===== config.mk =====
export PLATFORM = sky130hd
export DESIGN_NAME = sdio_top
export DESIGN_NICKNAME = d
export VERILOG_FILES = /design/src/sdio_pkg.sv /design/src/sdio_top.sv /design/src/sdio_name_mem.sv
export SDC_FILE = /design/constraint.sdc
export NUM_CORES = 1
export LEC_CHECK = 0
export BUFFER_PORTS_ARGS = -buffer_cell sky130_fd_sc_hd__clkbuf_2
export CAP_MARGIN = 0
export CORE_AREA = 3 3 204 405
export CTS_BUF_LIST = sky130_fd_sc_hd__clkbuf_8 sky130_fd_sc_hd__clkbuf_16
export CTS_CLUSTER_SIZE = 8
export DETAILED_ROUTE_END_ITERATION = 10
export DIE_AREA = 0 0 207 408
export SYNTH_ARGS = -nofsm -noshare
export SYNTH_HDL_FRONTEND = slang
export SYNTH_HIERARCHICAL = 1
export SYNTH_SLANG_ARGS = --single-unit

===== constraint.sdc =====
create_clock -name sys_clk -period 2.55 [get_ports sys_clk]
set_input_delay 0.1275 -clock sys_clk [delete_from_list [all_inputs] [get_ports sys_clk]]
set_output_delay 0.1275 -clock sys_clk [all_outputs]
set_load 0.05 [all_outputs]

===== src/sdio_pkg.sv =====
package sdio_pkg;
    // ******************************************************
    // Object addressing (class / instance / attribute)
    // ******************************************************
    localparam logic [7:0] CLS_IDENT      = 8'h01;
    localparam logic [7:0] CLS_ASSEMBLY   = 8'h04;
    localparam logic [7:0] CLS_INPUT      = 8'h08;
    localparam logic [7:0] CLS_RELAY      = 8'h09;
    localparam logic [7:0] INST_IDENT     = 8'h01;
    localparam logic [7:0] INST_IN_ASM    = 8'h03;
    localparam logic [7:0] INST_RELAY_ASM = 8'h20;
    localparam logic [7:0] INST_COMB_ASM  = 8'h6b;
    localparam logic [7:0] ATTR_STATUS    = 8'h05;
    localparam logic [7:0] ATTR_SERIAL    = 8'h06;
    localparam logic [7:0] ATTR_STATE     = 8'h08;
    localparam logic [7:0] ATTR_USER_NAME = 8'hb0;
    localparam logic [7:0] ATTR_ASM_DATA  = 8'h03;
    localparam logic [7:0] ATTR_POINT     = 8'h03;
    localparam logic [7:0] ATTR_FILTER    = 8'h65;
    localparam logic [7:0] ATTR_FLT_BEH   = 8'h05;
    localparam logic [7:0] ATTR_FLT_VAL   = 8'h06;
    localparam logic [7:0] ATTR_IDLE_BEH  = 8'h07;
    localparam logic [7:0] ATTR_IDLE_VAL  = 8'h08;

    // ******************************************************
    // Status word fields
    // ******************************************************
    localparam int ST_OWNED      = 0;
    localparam int ST_CONFIGURED = 2;
    localparam int ST_EXT_LO     = 4;
    localparam int ST_MINOR_REC  = 8;
    localparam int ST_MINOR_UNR  = 9;
    localparam int ST_MAJOR_REC  = 10;

    // ******************************************************
    // Assembly bit positions
    // ******************************************************
    localparam int COMB_RELAY_LO = 2;
    localparam int COMB_INPUT_LO = 4;

    // ******************************************************
    // Sizes, reset values, timing
    // ******************************************************
    localparam int NUM_INPUTS = 4;
    localparam int NUM_RELAYS = 2;
    localparam int NAME_BYTES = 32;
    localparam logic [31:0] SERIAL_RST   = 32'h0000_0000;
    localparam logic [31:0] FILTER_RST   = 32'h0000_0000;
    localparam logic [1:0]  FLT_BEH_RST  = 2'h0;
    localparam logic [1:0]  FLT_VAL_RST  = 2'h0;
    localparam logic [1:0]  IDLE_BEH_RST = 2'h0;
    localparam logic [1:0]  IDLE_VAL_RST = 2'h0;
    localparam logic [7:0]  GET_ALL_STATE = 8'hff;
    localparam int CLK_HZ      = 25_000_000;
    localparam int FILTER_UNIT_MS = 1;
    localparam int CYC_PER_MS  = CLK_HZ / 1000 * FILTER_UNIT_MS;

    typedef enum logic [7:0] {
        SDIO_NONEXISTENT = 8'h00,
        SDIO_SELF_TEST   = 8'h01,
        SDIO_STANDBY     = 8'h02,
        SDIO_OPERATIONAL = 8'h03,
        SDIO_MAJOR_REC   = 8'h04,
        SDIO_MAJOR_UNREC = 8'h05
    } sdio_state_t;
endpackage : sdio_pkg


===== src/sdio_top.sv =====
`timescale 1ns/1ps
module sdio_top #(
    parameter int CYC_PER_MS = sdio_pkg::CYC_PER_MS
) (
    // Clock and reset
    input  wire logic        sys_clk,
    input  wire logic        resetn,
    // Attribute access port
    input  wire logic        acc_req,
    input  wire logic        acc_wr,
    input  wire logic        acc_get_all,
    input  wire logic [7:0]  acc_class,
    input  wire logic [7:0]  acc_inst,
    input  wire logic [7:0]  acc_attr,
    input  wire logic [4:0]  acc_index,
    input  wire logic [31:0] acc_wdata,
    output logic             acc_ack,
    output logic             acc_err,
    output logic      [31:0] acc_rdata,
    // Device condition
    input  wire logic        owner_present,
    input  wire logic [3:0]  ext_status,
    input  wire logic        self_testing,
    input  wire logic        minor_rec_fault,
    input  wire logic        minor_unrec_fault,
    input  wire logic        major_rec_fault,
    input  wire logic        major_unrec_fault,
    // Connection condition
    input  wire logic        comm_fault,
    input  wire logic        comm_idle,
    // Field points
    input  wire logic [3:0]  field_in,
    output logic      [1:0]  relay_out
);
    localparam int NI = sdio_pkg::NUM_INPUTS;
    localparam int NR = sdio_pkg::NUM_RELAYS;

    // ******************************************************
    // Settings
    // ******************************************************
    logic [31:0] unit_serial_number_r;
    logic [31:0] input_filter_time_r [NI];
    logic [1:0]  relay_points_assembly_r;
    logic [1:0]  relay_fault_behaviour_r;
    logic [1:0]  relay_fault_value_r;
    logic [1:0]  relay_idle_behaviour_r;
    logic [1:0]  relay_idle_value_r;
    logic [3:0]  filt_r;
    logic [1:0]  relay_out_r;

    // ******************************************************
    // Request decode
    // ******************************************************
    function automatic logic is_at(input logic [7:0] c, input logic [7:0] i,
                                   input logic [7:0] a);
        is_at = acc_class == c && acc_inst == i && acc_attr == a;
    endfunction : is_at

    function automatic logic pt_inst(input logic [7:0] n);
        pt_inst = acc_inst >= 8'h01 && acc_inst <= n;
    endfunction : pt_inst

    logic       in_pt;
    logic       rl_pt;
    logic [1:0] in_idx;
    logic       rl_idx;
    logic       wr_serial;
    logic       wr_name;
    logic       wr_relay_asm;
    logic       wr_relay_pt;
    logic       wr_filter;
    logic       wr_rl_attr;
    logic       wr_hit;
    logic       rd_hit;

    always_comb begin
        in_pt  = acc_class == sdio_pkg::CLS_INPUT
                 && pt_inst(8'(sdio_pkg::NUM_INPUTS));
        rl_pt  = acc_class == sdio_pkg::CLS_RELAY
                 && pt_inst(8'(sdio_pkg::NUM_RELAYS));
        in_idx = 2'(acc_inst - 8'h01);
        rl_idx = acc_inst[1];
        wr_serial    = is_at(sdio_pkg::CLS_IDENT, sdio_pkg::INST_IDENT,
                             sdio_pkg::ATTR_SERIAL);
        wr_name      = is_at(sdio_pkg::CLS_IDENT, sdio_pkg::INST_IDENT,
                             sdio_pkg::ATTR_USER_NAME);
        wr_relay_asm = is_at(sdio_pkg::CLS_ASSEMBLY,
                             sdio_pkg::INST_RELAY_ASM,
                             sdio_pkg::ATTR_ASM_DATA);
        wr_relay_pt  = rl_pt && acc_attr == sdio_pkg::ATTR_POINT;
        wr_filter    = in_pt && acc_attr == sdio_pkg::ATTR_FILTER;
        wr_rl_attr   = rl_pt && (acc_attr == sdio_pkg::ATTR_FLT_BEH
                       || acc_attr == sdio_pkg::ATTR_FLT_VAL
                       || acc_attr == sdio_pkg::ATTR_IDLE_BEH
                       || acc_attr == sdio_pkg::ATTR_IDLE_VAL);
        wr_hit = wr_serial || wr_name || wr_relay_asm || wr_relay_pt
                 || wr_filter || wr_rl_attr;
        rd_hit = wr_hit
            || is_at(sdio_pkg::CLS_IDENT, sdio_pkg::INST_IDENT,
                     sdio_pkg::ATTR_STATUS)
            || is_at(sdio_pkg::CLS_IDENT, sdio_pkg::INST_IDENT,
                     sdio_pkg::ATTR_STATE)
            || is_at(sdio_pkg::CLS_ASSEMBLY, sdio_pkg::INST_IN_ASM,
                     sdio_pkg::ATTR_ASM_DATA)
            || is_at(sdio_pkg::CLS_ASSEMBLY, sdio_pkg::INST_COMB_ASM,
                     sdio_pkg::ATTR_ASM_DATA)
            || (in_pt && acc_attr == sdio_pkg::ATTR_POINT);
    end

    // Take a request once; answer two edges later so the name
    // store's registered read data is ready in time.
    logic busy_r;
    logic start;
    logic do_wr;
    assign start = acc_req && !busy_r && !acc_ack;
    assign do_wr = start && acc_wr && wr_hit;

    // ******************************************************
    // Writable attributes
    // ******************************************************
    always_ff @(posedge sys_clk or negedge resetn) begin
        if (!resetn) begin
            unit_serial_number_r <= sdio_pkg::SERIAL_RST;
        end else if (do_wr && wr_serial) begin
            unit_serial_number_r <= acc_wdata;
        end
    end

    always_ff @(posedge sys_clk or negedge resetn) begin
        if (!resetn) begin
            for (int k = 0; k < NI; k++) begin
                input_filter_time_r[k] <= sdio_pkg::FILTER_RST;
            end
        end else if (do_wr && wr_filter) begin
            input_filter_time_r[in_idx] <= acc_wdata;
        end
    end

    always_ff @(posedge sys_clk or negedge resetn) begin
        if (!resetn) begin
            relay_points_assembly_r <= 2'h0;
        end else if (do_wr && wr_relay_asm) begin
            relay_points_assembly_r <= acc_wdata[1:0];
        end else if (do_wr && wr_relay_pt) begin
            relay_points_assembly_r[rl_idx] <= acc_wdata[0];
        end
    end

    always_ff @(posedge sys_clk or negedge resetn) begin
        if (!resetn) begin
            relay_fault_behaviour_r <= sdio_pkg::FLT_BEH_RST;
            relay_fault_value_r     <= sdio_pkg::FLT_VAL_RST;
            relay_idle_behaviour_r  <= sdio_pkg::IDLE_BEH_RST;
            relay_idle_value_r      <= sdio_pkg::IDLE_VAL_RST;
        end else if (do_wr && wr_rl_attr) begin
            unique case (acc_attr)
                sdio_pkg::ATTR_FLT_BEH:
                    relay_fault_behaviour_r[rl_idx] <= acc_wdata[0];
                sdio_pkg::ATTR_FLT_VAL:
                    relay_fault_value_r[rl_idx] <= acc_wdata[0];
                sdio_pkg::ATTR_IDLE_BEH:
                    relay_idle_behaviour_r[rl_idx] <= acc_wdata[0];
                default:
                    relay_idle_value_r[rl_idx] <= acc_wdata[0];
            endcase
        end
    end

    // ******************************************************
    // User name store
    // ******************************************************
    logic [7:0] name_rd;

    sdio_name_mem u_name (
        .sys_clk (sys_clk),
        .wr_en   (do_wr && wr_name),
        .wr_addr (acc_index),
        .wr_data (acc_wdata[7:0]),
        .rd_addr (acc_index),
        .rd_data (name_rd)
    );

    // ******************************************************
    // Input debounce
    // ******************************************************
    // Per-input cycle and ms counters so each input gets the full
    // time; a shared ms tick would shorten it by up to one ms.
    logic [31:0] sub_r [NI];
    logic [31:0] ms_r  [NI];

    always_ff @(posedge sys_clk or negedge resetn) begin
        if (!resetn) begin
            filt_r <= 4'h0;
            for (int k = 0; k < NI; k++) begin
                sub_r[k] <= 32'h0;
                ms_r[k]  <= 32'h0;
            end
        end else begin
            for (int k = 0; k < NI; k++) begin
                if (field_in[k] == filt_r[k]) begin
                    sub_r[k] <= 32'h0;
                    ms_r[k]  <= 32'h0;
                end else if (ms_r[k] >= input_filter_time_r[k]) begin
                    filt_r[k] <= field_in[k];
                    sub_r[k]  <= 32'h0;
                    ms_r[k]   <= 32'h0;
                end else if (sub_r[k] == 32'(CYC_PER_MS - 1)) begin
                    sub_r[k] <= 32'h0;
                    ms_r[k]  <= ms_r[k] + 32'h1;
                end else begin
                    sub_r[k] <= sub_r[k] + 32'h1;
                end
            end
        end
    end

    // ******************************************************
    // Relay drive
    // ******************************************************
    // Fault outranks idle; "no change" holds the driven level.
    always_ff @(posedge sys_clk or negedge resetn) begin
        if (!resetn) begin
            relay_out_r <= 2'h0;
        end else begin
            for (int k = 0; k < NR; k++) begin
                if (comm_fault) begin
                    if (!relay_fault_behaviour_r[k]) begin
                        relay_out_r[k] <= relay_fault_value_r[k];
                    end
                end else if (comm_idle) begin
                    if (!relay_idle_behaviour_r[k]) begin
                        relay_out_r[k] <= relay_idle_value_r[k];
                    end
                end else begin
                    relay_out_r[k] <= relay_points_assembly_r[k];
                end
            end
        end
    end
    // Relay values 0 off, 1 on, passed through unchanged
    assign relay_out = relay_out_r;

    // ******************************************************
    // Identity status and state
    // ******************************************************
    logic        cfg_changed;
    logic [15:0] status_word;
    logic [7:0]  state_code;
    logic [7:0]  rl_cfg;
    logic [31:0] rd_val;

    always_comb begin
        // Only application settings count; identity data does not
        cfg_changed = relay_fault_behaviour_r != sdio_pkg::FLT_BEH_RST
            || relay_fault_value_r != sdio_pkg::FLT_VAL_RST
            || relay_idle_behaviour_r != sdio_pkg::IDLE_BEH_RST
            || relay_idle_value_r != sdio_pkg::IDLE_VAL_RST;
        for (int k = 0; k < NI; k++) begin
            cfg_changed |= input_filter_time_r[k] != sdio_pkg::FILTER_RST;
        end
        status_word = {5'h00, major_rec_fault, minor_unrec_fault,
                       minor_rec_fault, ext_status, 1'b0,
                       cfg_changed, 1'b0, owner_present};
        state_code = acc_get_all ? sdio_pkg::GET_ALL_STATE
            : major_unrec_fault ? sdio_pkg::SDIO_MAJOR_UNREC
            : major_rec_fault ? sdio_pkg::SDIO_MAJOR_REC
            : self_testing ? sdio_pkg::SDIO_SELF_TEST
            : owner_present ? sdio_pkg::SDIO_OPERATIONAL
            : sdio_pkg::SDIO_STANDBY;
        // Relay settings laid out by attribute, then by relay
        rl_cfg = {relay_idle_value_r, relay_idle_behaviour_r,
                  relay_fault_value_r, relay_fault_behaviour_r};
        rd_val = wr_serial ? unit_serial_number_r
            : wr_name ? {24'h0, name_rd}
            : wr_relay_asm ? {30'h0, relay_points_assembly_r}
            : wr_relay_pt ? {31'h0, relay_points_assembly_r[rl_idx]}
            : wr_filter ? input_filter_time_r[in_idx]
            : wr_rl_attr ? {31'h0, rl_cfg[{acc_attr[1:0] - 2'h1, rl_idx}]}
            : acc_class == sdio_pkg::CLS_IDENT
                ? (acc_attr == sdio_pkg::ATTR_STATE ? {24'h0, state_code}
                                                    : {16'h0, status_word})
            : acc_class != sdio_pkg::CLS_ASSEMBLY ? {31'h0, filt_r[in_idx]}
            : acc_inst == sdio_pkg::INST_IN_ASM ? {28'h0, filt_r}
            : {24'h0, filt_r, relay_out_r, 2'h0};
    end

    always_ff @(posedge sys_clk or negedge resetn) begin
        if (!resetn) begin
            busy_r    <= 1'b0;
            acc_ack   <= 1'b0;
            acc_err   <= 1'b0;
            acc_rdata <= 32'h0000_0000;
        end else begin
            busy_r    <= start;
            acc_ack   <= busy_r;
            acc_err   <= acc_wr ? !wr_hit : !rd_hit;
            acc_rdata <= rd_val;
        end
    end
endmodule : sdio_top


===== src/sdio_name_mem.sv =====
`timescale 1ns/1ps
module sdio_name_mem (
    // Clock
    input  wire logic       sys_clk,
    // Write port
    input  wire logic       wr_en,
    input  wire logic [4:0] wr_addr,
    input  wire logic [7:0] wr_data,
    // Read port, data registered
    input  wire logic [4:0] rd_addr,
    output logic      [7:0] rd_data
);
    logic [7:0] mem [0:sdio_pkg::NAME_BYTES-1];

    always_ff @(posedge sys_clk) begin
        if (wr_en) begin
            mem[wr_addr] <= wr_data;
        end
        rd_data <= mem[rd_addr];
    end
endmodule : sdio_name_mem


# After elaboration in Yosys (flattened, before gate mapping)
# Memory sizes are Yosys's and may differ from the RTL's. A register that Yosys moved wholly into a read port is not among the register bits.
# Index checks and enable logic that the tools add are counted.
classes:
  n_addsub: 10
  mul: 0
  eq_ne: 28
  muxes: 71
  bitwise: 10
  n_div: 0
  magnitude_cmp: 13
  shifts: 0
  reduce_logical: 75
ops:
  columns: ["op", "count"]
  rows:
  - ["$mux 32", 32]
  - ["$add 32x1->32 const B", 8]
  - ["$bwmux 128", 1]
  - ["$eq 32x15->1 const B", 4]
  - ["$ge 32x32->1", 4]
  - ["$reduce_bool 32->1", 4]
  - ["$bmux 32 s2", 1]
  - ["$demux 32 s2", 1]
  - ["$mux 11", 3]
  - ["$eq 8x3->1 const B", 4]
  - ["$logic_and 1x1->1", 31]
  - ["$eq 8x4->1 const B", 3]
  - ["$mux 8", 3]
  - ["$reduce_and 2->1", 10]
  - ["$mux 1", 17]
  - ["$eq 8x1->1 const B", 2]
  - ["$eq 8x2->1 const B", 2]
  - ["$eq 8x7->1 const B", 2]
  - ["$logic_or 1x1->1", 16]
  - ["$reduce_bool 3->1", 4]
  - ["$bwmux 2", 5]
  - ["$reduce_bool 2->1", 5]
  - ["$eq 8x6->1 const B", 1]
  - ["$eq 8x8->1 const B", 1]
  - ["other kinds (24)", 43]
word_totals:
  ram_bits: 256
  in_bits: 82
  latchBits: 0
  romBits: 0
  out_inout_bits: 36
  word_cells: 236
  reg_bits: 467
  memories: 1
mem_list:
  columns: ["memory", "words", "width", "read_ports", "rd_clocked_by_memory_dff", "wr", "line_no", "text"]
  rows:
  - ["u_name.mem", 32, 8, 1, 1, 1, "sdio_name_mem.sv:13", "logic [7:0] mem [0:sdio_pkg::NAME_BYTES-1];"]

# Depth between registers and ports, before layout
# Gate-level depths: netlist of run 1.
depth:
  depth_word: 16
  mapped_depth: 13
  ltp_nobuf: 9

# By module
# The synthesis of run 1 kept the hierarchy.
by_module_without_submodules:
  columns: ["module", "n_inst", "cells_each", "seq_area_each_um2", "area_each_um2"]
  rows:
  - ["sdio_top", 1, 2504, 11686.2, 25660.9]
  - ["sdio_name_mem", 1, 417, 7847.5, 10053.4]

# Worst setup path after synthesis of run 1
# OpenSTA, ideal clock, no wires.
synth_timing:
  kind: "input -> register"
  start: "input port acc_inst[0]"
  end: "register acc_rdata[0]"
  t_arrival_ns: 3.486
  n_path_buf: 3
  setup_time_ns: 0.136
  stages: 12
  required_ns: 2.414
  setup_slack_ns: -1.073
  cell_sequence: "buf_2 -> buf_1 -> clkbuf_1 -> inv_1 -> ha_1 -> nor2b_1 -> a2111oi_0 -> o211ai_1 -> a211o_1 -> and4_1 -> a2111oi_0 -> o21ai_0"
synth_via:
  elab_chain_len: 11
  word_cells_on_any_way: 34
  cone_classes: "add/sub (1); order compare (3); eq/ne (3); mux (14); bitwise (1); reduce/logical (12)"
synth_rtl:
  columns: ["element", "line_no", "text"]
  rows:
  - ["from (decl)", "sdio_top.sv:13", "input wire logic [7:0] acc_inst,"]
  - ["$sub 2x1->2", "sdio_top.sv:81", "in_idx = 2'(acc_inst - 8'h01);"]
  - ["$bmux 1 s2", "sdio_top.sv:282", ": acc_class != sdio_pkg::CLS_ASSEMBLY ? {31'h0, filt_r[in_idx]}"]
  - ["$mux 1 (implied by the code)", "sdio_top.sv:282", null]
  - ["$mux 8", "sdio_top.sv:282", null]
  - ["$mux 11", "sdio_top.sv:280", "? (acc_attr == sdio_pkg::ATTR_STATE ? {24'h0, state_code}"]
  - ["$mux 11", "sdio_top.sv:278", ": wr_rl_attr ? {31'h0, rl_cfg[{acc_attr[1:0] - 2'h1, rl_idx}]}"]
  - ["$mux 32", "sdio_top.sv:277", ": wr_filter ? input_filter_time_r[in_idx]"]
  - ["$mux 32", "sdio_top.sv:276", ": wr_relay_pt ? {31'h0, relay_points_assembly_r[rl_idx]}"]
  - ["$mux 32", "sdio_top.sv:275", ": wr_relay_asm ? {30'h0, relay_points_assembly_r}"]
  - ["$mux 32", "sdio_top.sv:274", ": wr_name ? {24'h0, name_rd}"]
  - ["$mux 32 (*)", "sdio_top.sv:273", "rd_val = wr_serial ? unit_serial_number_r"]
  - ["net rd_val[0]", "sdio_top.sv:250", "logic [31:0] rd_val;"]
  - ["to (signal assigned)", "sdio_top.sv:297", "acc_rdata <= rd_val;"]
  - ["to (decl)", "sdio_top.sv:19", "output logic [31:0] acc_rdata,"]
# The timed path passes the listed nets; every way through them passes the cells marked *. The select of a mux whose other input is x is not followed.
# A chain may end at the register's enable or synchronous reset.

# Final worst setup path of run 1
layout_timing:
  start: "register ms_r[24] (netlist bit)"
  end: "register sub_r[29] (netlist bit)"
layout_via:
  elab_chain_len: 3
layout_rtl:
  columns: ["element", "line_no", "text"]
  rows:
  - ["from (decl)", "sdio_top.sv:189", "logic [31:0] ms_r [NI];"]
  - ["from (signal, indexed assignment)", "sdio_top.sv:209", "ms_r[k] <= ms_r[k] + 32'h1;"]
  - ["$ge 32x32->1", "sdio_top.sv:203", "end else if (ms_r[k] >= input_filter_time_r[k]) begin"]
  - ["$mux 32", "sdio_top.sv:203", null]
  - ["$mux 32", "sdio_top.sv:200", "if (field_in[k] == filt_r[k]) begin"]
  - ["to (signal, indexed assignment)", "sdio_top.sv:211", "sub_r[k] <= sub_r[k] + 32'h1;"]
  - ["to (decl)", "sdio_top.sv:188", "logic [31:0] sub_r [NI];"]
# No other way between the ends.

==> results.yml, run 1 <==
cells_and_area:
  fin_area_um2: 44400
  finalNonFillerCells: 4497
  final_common_cell: "dfrtp_1"
  final_nets: 3644
  final_cell_mix: "dfrtp_1, nor2_1, buf_4, edfxtp_1, inv_1"
  syn_to_final_growth_pct: 24.3
  drive_above_1_share_pct: 29.2
outcome:
  outcome: "complete, but fails checks"
  violations: "negative setup slack"
synth:
  synth-main-ff-cell: "dfrtp_1"
  yosysUniqueCellTypes: 69
  ys_seq_elements: 731
  synth-edff-count: 256
  avgSynthCellArea_um2: 12.2
  synth_top_family_by_area: "simple AND/OR/NAND/NOR gates"
  synthesis.area_um2: 35700
  synthAdderAreaFrac_pct: 5.04
  synth_fp_nets: 3147
  syn_inst: 2921
  synth_mux_area_share_pct: 13.2
  synthesis.yosys.warnings: 6
  synth_compound_area_share_pct: 3.91
  async_flop_share_pct: 63.9
  synthSimpleGateAreaFrac_pct: 14.6
  ys_seq_area_share_pct: 54.7
  synth-xor-area-share_pct: 5.64
floorplan:
  start_util_pct: 44.8
  io_pins: 118
  core_area_um2: 79600
  die_w_um: 207
  num_rows: 146
  die_h_um: 408
  dieArea_um2: 84500
placed_design:
  portBuffers: 117
  dpl.hpwl_mm: 76.8
  place_congestion: 0.938
  dp.cells: 4284
  place_ws_ns: -0.378
  place_area_um2: 39900
critical_path:
  crit_fanout: 8
  crit_type: "reg2reg"
  endpoint_kind: "register"
  reg2reg_slack_ns: -0.06
  reg2reg_to: "sub_r[29]"
  rr_startpoint: "ms_r[24]"
  cp.arrival_ns: 3.19
  critPathRequiredTime_ns: 3.13
  startpoint_type: "register"
  r2r_cells: 13
timing:
  hold_viol_final: 0
  slew_violations: 0
  worst_pin_slew_ns: 1.14
  whs_ns: 0.0637
  setup_viol: 52
  fmax_mhz: 384
  rsz0062_at_grt: "true"
  fin_ws_ns: -0.0560
  min_period_ns: 2.61
  clock_skew_ns: 0.0556
  fin_crit_sh_pct: 102
  maxSlewHeadroom_pct: 23.9
clock_network:
  cts.sinks: 731
  cts_buffers: 101
  cts_tree: "built"
  h-tree-depth: 3
  clk_path_buf_depth: 3
  clkLatencyLatePin_ns: 0.70
  clk_pin_slew_ns: 0.05
  cts_root_buf: "clkbuf_16"
pwr:
  static-leakage-power_nw: 18.4
  p_switching_w: 0.00575
  swShare_pct: 22.6
  powerDensity_nw_per_um2: 573
  comb_power_share_pct: 3.8
  pwr-share-seq_pct: 48.1
  clockPowerShare_pct: 48.0
  internal-power_w: 0.0197
  peakVddDrop_mv: 0.733
routing:
  routedWlPerCell_um: 23.9
  drt_iter0_markers: 1419
  vias: 25700
  dr.pass1.iters: 5
  antenna_left: 0
  wirelength_mm: 107
  drc: 0
  vias_per_cell: 5.72
min_path:
  min_path_type: "in2reg"
  hold_end: "u_name/rd_data[7]"
  hold_depth: 2
  min-delay-start: "acc_index[3]"
run:
  cap_violations: 0
grt:
  grt_pass1_wl_mm: 164
  antenna_found_initial: 6
  grt_usage_pct: 25.2
  first_global_vias: 27900
  grt-ovfl-total: 0
  grt_max_degree: 82
[Yosys cell counts (7+ instances only)]
library cell  instances  area share, %
nor2_1              350            3.7
ha_1                144            5.0
nand4_1              93            1.6
and2_1                9           0.16
a211oi_1              7           0.15
dfxtp_1               8           0.45
a221oi_1             10           0.25
or3_1                23           0.40
and3_1               53           0.93
buf_1                13           0.14
dfrtp_1             467             33
buf_2                22           0.31
inv_1               166            1.7
mux4_2              115            7.3
clkbuf_1             56           0.59
nor4_1               86            1.5
or4_1                 9           0.19
xor2_1              132            3.2
o211ai_1              7           0.15
nor3_1               51           0.71
nand3_1             110            1.5
nand2_1             160            1.7
a21oi_1              66           0.92
nor3b_1               8           0.17
nand2b_1              7           0.12
and4_1               29           0.71
mux2i_1               8           0.22
xnor2_1              98            2.4
a22o_1               22           0.54
mux2_2              180            5.7
nor2b_1              10           0.18
o21ai_0              53           0.74
edfxtp_1            256             22
[timing repair]
| action | CTS | global route |
|---|---|---|
| setup endpoints to repair | 205 | 219 |
| pin swaps | 53 | 32 |
| setup buffers | 10 | 5 |
| hold endpoints to repair | 331 | 0 |
| cloned | 9 | 2 |
| gates resized for setup | 108 | 84 |
| hold buffers | 41 | 0 |
[kinds of logic after synthesis]
| logic type | Yosys count |
|---|---|
| and+or+nand+nor | 1033 |
| DFF | 731 |
| muxes | 303 |
| buffers and inverters | 264 |
| xor gates and xnor gates | 230 |
| AOI/OAI and AO/OA | 216 |
| adders and majority gates | 144 |
[power by group through the flow]
stage	logic [W]	registers (W)	clock network, W
2_1_floorplan	0.000347	0.0124	0
3_3_place_gp	0.000911	0.0124	0
3_5_place_dp	0.000929	0.0124	0
4_1_cts	0.000986	0.0122	0.0125
5_1_grt	0.00104	0.0122	0.0130
6_report	0.000970	0.0122	0.0122
[final cells by class]
class / count / area (um^2)
fillers: 6602 / 35300
multi-input cells: 1927 / 16000
clock inverters: 41 / 318
clock buffers: 102 / 2540
repair buffers: 491 / 4040
well taps: 1036 / 1300
inverters: 166 / 623
diodes: 3 / 7.51
flip-flops and latches: 731 / 19500
[worst max-delay path, cell delays in order, from the launching register on]
cell and delay [ns]:
dfrtp_1 0.42, ha_1 0.30, nand4_1 0.21, buf_4 0.23
nor4_4 0.12, buf_4 0.18, nand2_2 0.05, o211ai_1 0.17
buf_4 0.20, a211o_1 0.14, buf_12 0.14, buf_8 0.12
buf_16 0.16, a21oi_2 0.04
[metrics by stage]
stage	setup TNS, ns	util (%)	power (W)
floorplan	0	-	0.0128
global placement	-50.83	50.1	0.0134
detailed placement	-67.77	50.1	0.0134
CTS	-2.63	55.1	0.0257
global route	-5.64	55.7	0.0263
finish	-1.94	55.7	0.0254
[registers in the layout, summed over array words and instances, names as in the netlist]
name,flops
acc_ack,1
acc_err,1
acc_rdata,32
busy_r,1
filt_r,4
input_filter_time_r,128
ms_r,128
relay_fault_behaviour_r,2
relay_fault_value_r,2
relay_idle_behaviour_r,2
relay_idle_value_r,2
relay_out,2
relay_points_assembly_r,2
sub_r,128
u_name/mem,256
u_name/rd_data,8
unit_serial_number_r,32
[how the worst max path moves through the flow]
stage / start / slack [ns] / to / cells past startpoint
final: ms_r[24] / -0.06 / sub_r[29] / 13
after detailed placement: input_filter_time_r[73] / -0.38 / sub_r[69] / 11
after global routing: ms_r[24] / -0.12 / sub_r[19] / 12
after floorplan: acc_class[5] / 0.003 / u_name/mem[24][0] / 8
after global placement: input_filter_time_r[73] / -0.25 / sub_r[67] / 11
after CTS: ms_r[25] / -0.08 / ms_r[19] / 12
[routing by layer]
layer,vias up,wire length [um],global-route usage [%]
met2,675,59500,48.1
met3,325,3650,3.41
met1,13100,35700,24.9
met5,-,48,0
li1,11700,-,-
met4,8,8510,17.3
(Power assumes the default switching activity.)
==> run 2: changes to the inputs <==
--- a/config.mk
+++ b/config.mk
@@ -8,7 +8,7 @@
 export BUFFER_PORTS_ARGS = -buffer_cell sky130_fd_sc_hd__clkbuf_2
 export CAP_MARGIN = 0
 export CORE_AREA = 3 3 204 405
-export CTS_BUF_LIST = sky130_fd_sc_hd__clkbuf_8 sky130_fd_sc_hd__clkbuf_16
+export CTS_BUF_LIST = sky130_fd_sc_hd__clkbuf_16
 export CTS_CLUSTER_SIZE = 8
 export DETAILED_ROUTE_END_ITERATION = 10
 export DIE_AREA = 0 0 207 408
==> run 2 against run 1 <==
The flow still finishes with violations (negative setup slack). Clock power about the same. Critical path depth stayed put. Die area stayed put. Via count about the same. Clock skew about the same. Utilization is essentially flat. Flip-flop and latch count is the same. Critical endpoint unchanged. Highest routed layer unchanged. Global-route usage stayed put. Cell count is the same. Largest power group unchanged.
==> results.yml, run 2 (same netlist as run 1, synthesis figures left out) <==
routing:
  dr.pass1.iters: 5
  wl_met2_mm: 59.5
  vias: 25700
  wl_met3_mm: 3.67
  drc: 0
  highest_layer: "met5"
  antenna_left: 0
  vias_per_cell: 5.72
  wirelength_mm: 107
  wl_met1_mm: 35.6
  routedWlPerCell_um: 23.9
  drt_iter0_markers: 1417
floorplan:
  die_w_um: 207
  die_h_um: 408
  dieArea_um2: 84500
  core_area_um2: 79600
  num_rows: 146
  start_util_pct: 44.8
  io_pins: 118
grt:
  grt_usage_pct: 25.2
  antenna_found_initial: 6
  first_global_vias: 27900
  grt-ovfl-total: 0
  grt_pass1_wl_mm: 164
  grt_max_degree: 82
timing:
  whs_ns: 0.0638
  fin_crit_sh_pct: 102
  rsz0062_at_grt: "true"
  setup_viol: 52
  min_period_ns: 2.60
  fmax_mhz: 385
  worst_pin_slew_ns: 1.14
  maxSlewHeadroom_pct: 23.9
  clock_skew_ns: 0.0555
  fin_ws_ns: -0.0506
  slew_violations: 0
  hold_viol_final: 0
cells_and_area:
  drive_above_1_share_pct: 29.1
  multi_input_area_um2: 16000
  utilization_pct: 55.7
  final_cell_mix: "dfrtp_1, nor2_1, buf_4, edfxtp_1, inv_1"
  largest-register: "u_name/mem"
  register_area_um2: 19500
  final_common_cell: "dfrtp_1"
  final_nets: 3644
  syn_to_final_growth_pct: 24.2
  finalNonFillerCells: 4497
  fillers: 6603
  largest_reg_flops: 256
clock_network:
  h-tree-depth: 3
  cts.sinks: 731
  cts_tree: "built"
  clkLatencyLatePin_ns: 0.70
  clk_pin_slew_ns: 0.05
  cts_root_buf: "clkbuf_16"
  cts_buffers: 101
  clk_path_buf_depth: 3
critical_path:
  reg2reg_to: "sub_r[29]"
  r2r_cells: 13
  startpoint_type: "register"
  rr_startpoint: "ms_r[24]"
  crit_fanout: 8
  path_cells: "ha_1, nand4_1, buf_4, nor4_4, buf_4, nand2_2, o211ai_1, buf_4, a211o_1, buf_12, buf_8, buf_16, a21oi_2"
  critPathMaxStageDelay_ns: 0.42
  crit_slowest_cell: "dfrtp_1"
  cp.arrival_ns: 3.18
  crit_type: "reg2reg"
  critPathRequiredTime_ns: 3.13
  reg2reg_slack_ns: -0.05
  cp_common_cell: "buf_4"
  endpoint_kind: "register"
pwr:
  comb_power_share_pct: 3.8
  p_switching_w: 0.00575
  report.power.total_w: 0.0254
  pwr-share-seq_pct: 48.2
  static-leakage-power_nw: 18.4
  internal-power_w: 0.0196
  peakVddDrop_mv: 0.733
  swShare_pct: 22.7
  powerDensity_nw_per_um2: 572
  clockPowerShare_pct: 48.0
placed_design:
  dpl.hpwl_mm: 76.8
  place_congestion: 0.938
  dp.cells: 4284
  place_ws_ns: -0.378
  portBuffers: 117
min_path:
  min-delay-start: "acc_index[3]"
  hold_depth: 2
  hold_end: "u_name/rd_data[7]"
  min_path_type: "in2reg"
run:
  cap_violations: 0
outcome:
  violations: "negative setup slack"
  outcome: "complete, but fails checks"
[run 2: changes by cell type in the layout (fill, tap and decap cells not counted), sizes merged]
| cell | before | now |
|---|---|---|
| clkinv | 7 | 8 |
| clkbuf | 218 | 217 |
[run 2: what timing repair did]
action | 4_1_cts | 5_1_grt
setup buffers | 10 | 5
endpoints found under the setup margin | 205 | 219
gates cloned | 9 | 2
hold buffers | 41 | 0
pin swaps | 53 | 32
resized for setup | 108 | 84
hold endpoints to repair | 331 | 0
[run 2: metal layers]
layer / GRT usage, % / vias up
li1: - / 11700
met1: 24.9 / 13100
met2: 48.1 / 675
met3: 3.41 / 325
met4: 17.3 / 8
met5: 0 / -
[run 2: per-stage QoR]
stage | setup TNS, ns | instance area (um^2)
global route | -5.64 | 44400
CTS | -2.63 | 43900
floorplan | 0 | 35800
detailed placement | -67.77 | 39900
global placement | -50.83 | 39900
finish | -1.69 | 44400
[run 2: final cells by class]
cell class	instances	area share (%)
flip-flops and latches	731	44.0
inverters	166	1.40
diodes	3	0.0169
well taps	1036	2.92
clock inverters	42	0.725
multi-input cells	1927	36.1
clock buffers	101	5.70
repair buffers	491	9.10
[run 2: worst max-delay path, delay by kind of cell (launching register included)]
| family | cells | cell delay [ns] |
|---|---|---|
| flip-flops | 1 | 0.42 |
| AO/OA/AOI/OAI | 3 | 0.35 |
| AND/OR/NAND/NOR | 3 | 0.38 |
| adder cells (fa/ha/maj) | 1 | 0.30 |
| buffers and inverters | 6 | 1.03 |
[run 2: worst max path at each step]
stage / start / endpoint / depth (start not counted)
2_1_floorplan: acc_class[5] / u_name/mem[24][0] / 8
3_5_place_dp: input_filter_time_r[73] / sub_r[69] / 11
4_1_cts: ms_r[25] / ms_r[19] / 12
3_3_place_gp: input_filter_time_r[73] / sub_r[67] / 11
6_report: ms_r[24] / sub_r[29] / 13
5_1_grt: ms_r[24] / sub_r[19] / 12
[run 2: power groups by stage]
stage               Sequential [W]  Combinational [W]  Clock (W)
detailed placement          0.0124           0.000929          0
floorplan                   0.0124           0.000347          0
CTS                         0.0122           0.000986     0.0125
finish                      0.0122           0.000970     0.0122
global placement            0.0124           0.000911          0
global route                0.0122            0.00104     0.0130
